**config.mk**
```make
export PLATFORM = sky130hd
export DESIGN_NAME = ibs_status
export DESIGN_NICKNAME = d
export VERILOG_FILES = /design/src/verilog/ibs_pkg.sv /design/src/verilog/ibs_status.sv
export SDC_FILE = /design/constraint.sdc
export NUM_CORES = 1
export LEC_CHECK = 0
export BUFFER_PORTS_ARGS = -buffer_cell sky130_fd_sc_hd__buf_2
export CAP_MARGIN = 20
export CORE_ASPECT_RATIO = 1.1
export CORE_MARGIN = 4
export CORE_UTILIZATION = 43
export DETAILED_ROUTE_END_ITERATION = 8
export PLACE_DENSITY = 0.78
export SETUP_SLACK_MARGIN = 0.15
export SLEW_MARGIN = 15
export SYNTH_ARGS = -nofsm -noshare
export SYNTH_HDL_FRONTEND = slang
export SYNTH_SLANG_ARGS = --single-unit
```
**constraint.sdc**
```tcl
create_clock -name clk_sys -period 1 [get_ports clk_sys]
set_input_delay 0.1 -clock clk_sys [delete_from_list [all_inputs] [get_ports clk_sys]]
set_output_delay 0.1 -clock clk_sys [all_outputs]
set_load 0.01 [all_outputs]
```
**src/verilog/ibs_pkg.sv**
```systemverilog
// Constants, register map and carrier types of the bus status flag block.
// Assumes an APB master with 32-bit data and an 8-bit byte address.
package ibs_pkg;

	// Register byte offsets
	localparam logic [7:0] STATUS_OFS   = 8'h00;
	localparam logic [7:0] CTRL_OFS     = 8'h04;
	localparam logic [7:0] IRQ_STAT_OFS = 8'h08;
	localparam logic [7:0] IRQ_MASK_OFS = 8'h0c;

	// Control register bit positions
	localparam int CTRL_EN_BIT   = 0;
	localparam int CTRL_EXIT_BIT = 1;
	localparam int CTRL_WREL_BIT = 2;

	// Interrupt status bit positions
	localparam int IRQ_STOP_BIT  = 0;
	localparam int IRQ_START_BIT = 1;
	localparam int IRQ_ACK_BIT   = 2;

	// Serial clock counts within a byte
	localparam logic [3:0] CNT_IDLE    = 4'h0;
	localparam logic [3:0] CNT_FIRST   = 4'h1;
	localparam logic [3:0] CNT_DIR_BIT = 4'h7;
	localparam logic [3:0] CNT_ACK_BIT = 4'h8;
	localparam logic [3:0] CNT_NINTH   = 4'h9;

	// Values after reset
	localparam logic [3:0] FLAGS_RESET = 4'h0;
	localparam logic [2:0] IRQ_RESET   = 3'h0;

	typedef struct packed {
		logic direction_flag;
		logic ack_seen_flag;
		logic start_seen_flag;
		logic stop_seen_flag;
	} ibs_flags_type;

	typedef struct packed {
		logic        psel;
		logic        penable;
		logic        pwrite;
		logic [7:0]  paddr;
		logic [31:0] pwdata;
	} ibs_apb_req_type;

endpackage : ibs_pkg

```
**src/verilog/ibs_status.sv**
```systemverilog
// Bus status flag logic of a two-wire serial bus interface, with APB registers.
// Assumes the rest of the unit (shifter, master sequencer, address match)
// runs on clk_sys and hands in its events as one-cycle pulses.
module ibs_status (
	// Clock, reset, clock enable
	input  wire logic                  clk_sys,
	input  wire logic                  rstn,
	input  wire logic                  ce,
	// APB slave
	input  wire logic                  psel,
	input  wire logic                  penable,
	input  wire logic                  pwrite,
	input  wire logic [7:0]            paddr,
	input  wire logic [31:0]           pwdata,
	output logic      [31:0]           prdata,
	output logic                       pready,
	output logic                       pslverr,
	// Two-wire bus pins
	input  wire logic                  serial_clock_line,
	input  wire logic                  serial_data_line,
	output logic                       sda_drv,
	output logic                       sda_oe,
	// Rest of the unit, same clock
	input  wire logic                  master_mode,
	input  wire logic                  start_gen,
	input  wire logic                  dir_bit_out,
	input  wire logic                  dir_bit_val,
	input  wire logic                  not_addressed,
	input  wire logic                  wait_ninth,
	input  wire logic                  so_latch,
	input  wire logic                  arb_lost_flag,
	// Status and triggers to the unit
	output ibs_pkg::ibs_flags_type     bus_flags,
	output logic                       port_enable_bit,
	output logic                       comm_exit_trigger,
	output logic                       wait_release_trigger,
	// Interrupt
	output logic                       irq
);

	logic                   rst_m_q;
	logic                   rst_n_q;
	logic                   scl_m_q, scl_s_q, scl_p_q;
	logic                   sda_m_q, sda_s_q, sda_p_q;
	logic                   arb_p_q;
	logic [3:0]             cnt_q;
	logic [3:0]             cnt_d;
	logic                   first_q;
	logic                   first_d;
	logic                   drive_ok_q;
	logic                   drive_ok_d;
	ibs_pkg::ibs_flags_type flags_q;
	ibs_pkg::ibs_flags_type flags_d;
	logic                   en_q;
	logic                   en_d;
	logic [2:0]             irq_stat_q;
	logic [2:0]             irq_stat_d;
	logic [2:0]             irq_mask_q;
	logic [31:0]            prdata_q;
	logic                   pready_q;
	logic                   pslverr_q;
	logic                   sda_oe_q;
	logic                   sda_drv_q;
	logic                   exit_q;
	logic                   wrel_q;
	logic                   irq_q;
	logic                   dir_set, dir_clr, dir_hard;
	logic                   ack_set, ack_clr;
	logic                   std_set, std_clr;
	logic                   spd_set, spd_clr;
	ibs_pkg::ibs_apb_req_type req;

	// Reset release through two flops
	always_ff @(posedge clk_sys or negedge rstn) begin
		if (!rstn) begin
			rst_m_q <= 1'b0;
			rst_n_q <= 1'b0;
		end else begin
			rst_m_q <= 1'b1;
			rst_n_q <= rst_m_q;
		end
	end

	// Bus request and decode
	assign req = '{psel: psel, penable: penable, pwrite: pwrite, paddr: paddr, pwdata: pwdata};

	wire hit_status = req.paddr == ibs_pkg::STATUS_OFS;
	wire hit_ctrl   = req.paddr == ibs_pkg::CTRL_OFS;
	wire hit_istat  = req.paddr == ibs_pkg::IRQ_STAT_OFS;
	wire hit_imask  = req.paddr == ibs_pkg::IRQ_MASK_OFS;
	wire addr_ok    = hit_status | hit_ctrl | hit_istat | hit_imask;
	wire acc_first  = req.psel & req.penable & ~pready_q;
	wire acc_done   = req.psel & req.penable & pready_q;
	wire wr_done    = acc_done & req.pwrite;
	wire rd_done    = acc_done & ~req.pwrite;

	// Status register has no write path
	wire wr_ctrl    = wr_done & hit_ctrl;
	wire wr_imask   = wr_done & hit_imask;
	wire rd_istat   = rd_done & hit_istat;

	wire [31:0] rd_mux =
		hit_status ? {28'h0000000, flags_q} :
		hit_ctrl   ? {31'h00000000, en_q} :
		hit_istat  ? {29'h00000000, irq_stat_q} :
		hit_imask  ? {29'h00000000, irq_mask_q} : 32'h00000000;

	// Enable and software triggers
	assign en_d       = wr_ctrl ? req.pwdata[ibs_pkg::CTRL_EN_BIT] : en_q;
	wire   en_fall    = en_q & ~en_d;
	wire   exit_req   = wr_ctrl & req.pwdata[ibs_pkg::CTRL_EXIT_BIT] & en_d;
	wire   wrel_req   = wr_ctrl & req.pwdata[ibs_pkg::CTRL_WREL_BIT] & en_d;

	// Bus events from the synchronised pins, never from the first flops; arbitration loss from the unit's flag
	wire scl_rise  = scl_s_q & ~scl_p_q;
	wire scl_fall  = ~scl_s_q & scl_p_q;
	wire start_evt = en_q & scl_s_q & scl_p_q & sda_p_q & ~sda_s_q;
	wire stop_evt  = en_q & scl_s_q & scl_p_q & ~sda_p_q & sda_s_q;
	wire arb_rise  = arb_lost_flag & ~arb_p_q;

	wire rise_ninth  = en_q & scl_rise & (cnt_q == ibs_pkg::CNT_ACK_BIT);
	wire rise_next   = en_q & scl_rise & (cnt_q == ibs_pkg::CNT_NINTH);
	wire fall_ninth  = en_q & scl_fall & (cnt_q == ibs_pkg::CNT_NINTH) & first_q;
	wire slave_read  = en_q & scl_rise & (cnt_q == ibs_pkg::CNT_DIR_BIT) & first_q
		& ~master_mode & sda_s_q;

	// Clock counter within a byte; counts from the start condition
	assign cnt_d =
		(start_evt | stop_evt | ~en_d) ? ibs_pkg::CNT_IDLE :
		rise_next                      ? ibs_pkg::CNT_FIRST :
		(en_q & scl_rise)              ? 4'(cnt_q + 4'h1) : cnt_q;
	assign first_d =
		start_evt          ? 1'b1 :
		(stop_evt | ~en_d) ? 1'b0 :
		rise_next          ? 1'b0 : first_q;

	// Output stage is held off until the first byte's ninth clock falls
	assign drive_ok_d =
		(start_evt | stop_evt | ~en_d)   ? 1'b0 :
		(wrel_req & flags_q.direction_flag & wait_ninth) ? 1'b0 :
		fall_ninth                       ? 1'b1 : drive_ok_q;

	// Direction flag terms
	assign dir_set = en_q & ((master_mode & start_gen)
		| (master_mode & dir_bit_out & ~dir_bit_val)
		| slave_read);
	assign dir_clr = exit_req | wrel_req
		| (en_q & master_mode & dir_bit_out & dir_bit_val)
		| (en_q & ~master_mode & (start_evt | not_addressed));
	assign dir_hard = stop_evt | arb_rise | ~en_d;

	// Clears in dir_clr lose to a set in the same cycle; stop, arbitration loss and disable win
	assign flags_d.direction_flag =
		dir_hard ? 1'b0 :
		dir_set  ? 1'b1 :
		dir_clr  ? 1'b0 : flags_q.direction_flag;

	assign ack_set = rise_ninth & ~sda_s_q;
	assign ack_clr = rise_next | exit_req;
	assign flags_d.ack_seen_flag =
		(stop_evt | ~en_d) ? 1'b0 :
		ack_set            ? 1'b1 :
		ack_clr            ? 1'b0 : flags_q.ack_seen_flag;

	assign std_set = start_evt;
	assign std_clr = (rise_next & first_q) | exit_req;
	assign flags_d.start_seen_flag =
		(stop_evt | ~en_d) ? 1'b0 :
		std_set            ? 1'b1 :
		std_clr            ? 1'b0 : flags_q.start_seen_flag;

	assign spd_set = stop_evt;
	assign spd_clr = en_q & scl_rise & flags_q.start_seen_flag;
	assign flags_d.stop_seen_flag =
		~en_d   ? 1'b0 :
		spd_set ? 1'b1 :
		spd_clr ? 1'b0 : flags_q.stop_seen_flag;

	// Open drain: enable only to pull low; direction 0 keeps it released
	wire oe_d = flags_d.direction_flag & drive_ok_d & ~so_latch;

	// Sticky events; a read clears only the bits it returned
	wire [2:0] irq_evt = {ack_set, std_set, spd_set};
	wire [2:0] irq_clr = rd_istat ? prdata_q[2:0] : 3'h0;
	assign irq_stat_d = (irq_stat_q & ~irq_clr) | irq_evt;

	// Pin synchronisers
	always_ff @(posedge clk_sys or negedge rst_n_q) begin
		if (!rst_n_q) begin
			scl_m_q <= 1'b1;
			scl_s_q <= 1'b1;
			scl_p_q <= 1'b1;
			sda_m_q <= 1'b1;
			sda_s_q <= 1'b1;
			sda_p_q <= 1'b1;
			arb_p_q <= 1'b0;
		end else if (ce) begin
			scl_m_q <= serial_clock_line;
			scl_s_q <= scl_m_q;
			scl_p_q <= scl_s_q;
			sda_m_q <= serial_data_line;
			sda_s_q <= sda_m_q;
			sda_p_q <= sda_s_q;
			arb_p_q <= arb_lost_flag;
		end
	end

	// Flags and sequencing state
	always_ff @(posedge clk_sys or negedge rst_n_q) begin
		if (!rst_n_q) begin
			flags_q    <= ibs_pkg::FLAGS_RESET;
			cnt_q      <= ibs_pkg::CNT_IDLE;
			first_q    <= 1'b0;
			drive_ok_q <= 1'b0;
			sda_oe_q   <= 1'b0;
			sda_drv_q  <= 1'b0;
		end else if (ce) begin
			flags_q    <= flags_d;
			cnt_q      <= cnt_d;
			first_q    <= first_d;
			drive_ok_q <= drive_ok_d;
			sda_oe_q   <= oe_d;
			sda_drv_q  <= so_latch;
		end
	end

	// Registers and bus answer; one wait state so read data comes from a flop
	always_ff @(posedge clk_sys or negedge rst_n_q) begin
		if (!rst_n_q) begin
			en_q       <= 1'b0;
			exit_q     <= 1'b0;
			wrel_q     <= 1'b0;
			irq_stat_q <= ibs_pkg::IRQ_RESET;
			irq_mask_q <= ibs_pkg::IRQ_RESET;
			irq_q      <= 1'b0;
			prdata_q   <= 32'h00000000;
			pready_q   <= 1'b0;
			pslverr_q  <= 1'b0;
		end else if (ce) begin
			en_q       <= en_d;
			exit_q     <= exit_req;
			wrel_q     <= wrel_req;
			irq_stat_q <= irq_stat_d;
			if (wr_imask) begin
				irq_mask_q <= req.pwdata[2:0];
			end
			irq_q      <= |(irq_stat_d & (wr_imask ? req.pwdata[2:0] : irq_mask_q));
			pready_q   <= acc_first;
			if (acc_first) begin
				prdata_q  <= req.pwrite ? 32'h00000000 : rd_mux;
				pslverr_q <= ~addr_ok | (req.pwrite & hit_status);
			end
		end
	end

	assign prdata               = prdata_q;
	assign pready               = pready_q;
	assign pslverr              = pslverr_q;
	assign sda_drv              = sda_drv_q;
	assign sda_oe               = sda_oe_q;
	assign bus_flags            = flags_q;
	assign port_enable_bit      = en_q;
	assign comm_exit_trigger    = exit_q;
	assign wait_release_trigger = wrel_q;
	assign irq                  = irq_q;
endmodule : ibs_status

```
==> metrics.csv <==
stage;metric;value;unit
run_status;status;finished with violations;
run_status;failing checks;negative setup slack;
synth;syn avg cell area;10.1;um2
synth;most frequent cell after synthesis;dfrtp_1;
global_routing;first-pass GRT wire length;9.89;mm
global_routing;grt ovf;0;
synth;dominant cells by area after synthesis;dfrtp_1 (35%), buf_4 (9.4%), dfstp_2 (7.1%), mux2_2 (7.1%), nand2_1 (3.2%);
synth;warnings from Yosys;0;
die;die area;0.00641;mm2
routing;DR vias;2099;
die;Core Region;0.00503;mm2
worst_setup_path;CP Max Fanout;5;
routing;ANT nets after route;0;
synth;Post-Synth Simple-Gate Area;17.5;%
synth;Netlist cell types;57;
clock_network;worst skew pair latency;0.29;ns
finish;layout net count;388;
die;Row Count;27;
routing;drt pass-1 iters;7;
worst_setup_path;crit end category;flip-flop;
clock_network;Inserted Clock Buffers;5;
worst_setup_path;FF-to-FF Start;pready$_DFFE_PN0P_;
place;Detailed Place HPWL;4.51;mm
run;max-cap check violation count;0;
sta;f_max;0.588;GHz
worst_setup_path;critical path class;reg2reg;
routing;Avg Vias per Cell;5.41;
routing;Routed Wire Length;6.28;mm
routing;# DRC;0;
synth;flip-flop and latch count after synthesis;37;
synth;Top FF cell, synth;dfrtp_1;
synth;Commonest cells post-synth;dfrtp_1 (31), buf_4 (28), nand2_1 (19);
global_routing;GRT Util Overall;19.2;%
worst_setup_path;Worst R2R End;bus_flags[0]$_DFFE_PN0P_;
synth;XOR/XNOR Fraction of Synth Area;0;%
synth;Synth area leader;dfrtp_1;
synth;Compound-Gate Fraction of Synth Area;17.5;%
finish;area grow syn2layout;45.3;%
global_routing;largest net degree at the start of global routing;23;
global_routing;initial antenna violation count;0;
routing;wire per inst;16.2;um
clock_network;clk sinks;37;
die;# IOs;100;
finish;antenna fix cells;0;
sta;Final Worst Setup Slack;-0.702;ns
worst_setup_path;reg2reg setup slack;-0.70;ns
pwr;Power Dens Cells;992;mW/mm2
global_routing;M3 GR Usage;5.40;%
worst_setup_path;CP required;1.18;ns
synth;Seq/Total Area, Yosys;41.8;%
finish;post-route core utilization;64.5;%
synth;Post-synth EDFFs;0;
die;Die W;76.7;um
place;PortBufs;42;
worst_setup_path;CP cell instances;nand4b_1, buf_4, o31ai_4, and2_4, o21ai_0, a22o_2;
worst_setup_path;Setup crit start;pready$_DFFE_PN0P_;
synth;Mapped Cells;222;
worst_setup_path;CP max stage delay;0.38;ns
sta;Setup Viol. Count Final;31;
pwr;Total Power;0.00322;W
clock_network;clock slew at reported path FFs;0.08;ns
place;Placer Congestion;0.864;
worst_setup_path;FF-to-FF path depth;6;
synth;Async S/R FF share, synth;100;%
worst_setup_path;CP max-delay cell;dfrtp_1;
global_routing;global route hottest layer;met2;
synth;Synth top area share;34.8;%
global_routing;met1 Track Usage GR;22.4;%
die;Starting Density;44.3;%
min_path;worst hold path stage count;2;
finish;layout cells sized above 1;53.9;%
synth;Post-Synth Adder-Cell Area;1.68;%
global_routing;number of global-route vias before repair;2062;
sta;post-layout min period;1.70;ns
synth;mux cell area share after synthesis;8.97;%
sta;clock skew;0.0100;ns
clock_network;Root Buffer Master;clkbuf_8;
min_path;Hold Path Origin;so_latch;
synth;largest family of logic cells by synthesized area;compound AO/OA/AOI/OAI gates;
clock_network;Clock Path Buffers;2;
clock_network;Max H-tree Level;2;
worst_setup_path;Startpoint Class;flip-flop;
die;Die H;83.6;um
pwr;Leakage;1.54;nW
routing;initial DRC count;168;
pwr;worst vdd ir;0.825;mV
sta;fin crit share;170;%
finish;Design Area, Final;0.00324;mm2
sta;RSZ-0062 raised after global routing;true;
sta;final hold viol count;0;
synth;Synth Cell Area;0.00223;mm2
sta;Hold Slack;0.0298;ns
worst_setup_path;Critical Path AT;1.88;ns
min_path;HP Class;in2reg;
global_routing;grt met2 use;33.2;%
place;Placed Area;0.00282;mm2
clock_network;CTS tree;done;
min_path;WHS Endpoint;sda_oe$_DFFE_PN0P_;
sta;Max Slew Vio Count;0;
[report_power, final]
part | leakage [nW] | switching (W) | internal, W | total, W
sequential | 0.474 | 0.0000602 | 0.00159 | 0.00165
clock | 0.0455 | 0.000506 | 0.000562 | 0.00107
combinational | 1.02 | 0.000263 | 0.000236 | 0.000499
total | 1.54 | 0.000829 | 0.00239 | 0.00322
[logic make-up after synthesis]
group | after synthesis
AO/OA/AOI/OAI | 54
adder cells (fa/ha/maj) | 3
buffers and inverters | 43
flip-flops | 37
multiplexers | 17
other | 2
AND/OR/NAND/NOR | 66
[layer usage]
metal	up-vias	part of all wire [%]
met1	1016	40
met4	0	2.5
met5	-	0
li1	967	-
met3	15	6.3
met2	101	51
[critical path: cells and delay by family, from the launching register on]
kind	cells	cell delay [ns]
AO/OA/AOI/OAI	3	0.62
buffers and inverters	1	0.18
flip-flops	1	0.38
AND/OR/NAND/NOR	2	0.40
[cells in the final DEF, fill, tap and decap left out, types with 4 or more instances in the layout]
master	n
buf_6	15
and2_4	4
dfrtp_1	28
inv_1	5
a31oi_1	6
clkbuf_8	6
o21ai_0	8
buf_2	34
dfstp_2	6
nor2_1	8
conb_1	29
buf_4	57
nand2_1	17
a21oi_1	5
mux2_2	14
nand4_1	5
[registers in the layout, summed over array words and instances, names as in the netlist, 3 cells and up]
register / flops
prdata: 4
bus_flags: 4
cnt_q: 4
irq_mask_q: 3
irq_stat_q: 3
[area by class of cell]
type / instances / area [um2]
sequential: 37 / 937
tap: 58 / 72.6
fill: 381 / 1790
multi-input combinational: 169 / 1320
inverter: 8 / 30.0
clock buffer: 8 / 90.1
timing repair buffer: 108 / 797
[stage by stage]
| step | worst slack [ns] | setup TNS (ns) | instances |
|---|---|---|---|
| after global routing | -0.785 | -16.70 | 388 |
| after detailed placement | -0.996 | -22.75 | 365 |
| after floorplan | -0.906 | -18.49 | 249 |
| after CTS | -0.671 | -14.45 | 381 |
| after global placement | -0.943 | -22.15 | 365 |
| final | -0.702 | -15.37 | 388 |
[timing repair]
item                       CTS  global route
setup buffers                7             7
pin swaps                    9             7
hold buffers                 1             0
cloned                       0             0
gates resized for setup     34            15
hold endpoints to repair     2             0
setup endpoints to repair   43            45
[how the worst max path moves through the flow]
stage / end / slack [ns] / cells past startpoint
after floorplan: irq_mask_q[0]$_DFFE_PN0P_ / -0.91 / 5
after global placement: sda_oe$_DFFE_PN0P_ / -0.94 / 6
after detailed placement: bus_flags[3]$_DFFE_PN0P_ / -1.0 / 7
after CTS: sda_oe$_DFFE_PN0P_ / -0.67 / 6
after global routing: sda_oe$_DFFE_PN0P_ / -0.78 / 6
final: bus_flags[0]$_DFFE_PN0P_ / -0.70 / 6
No activity file was read; power rests on OpenSTA's default activity.
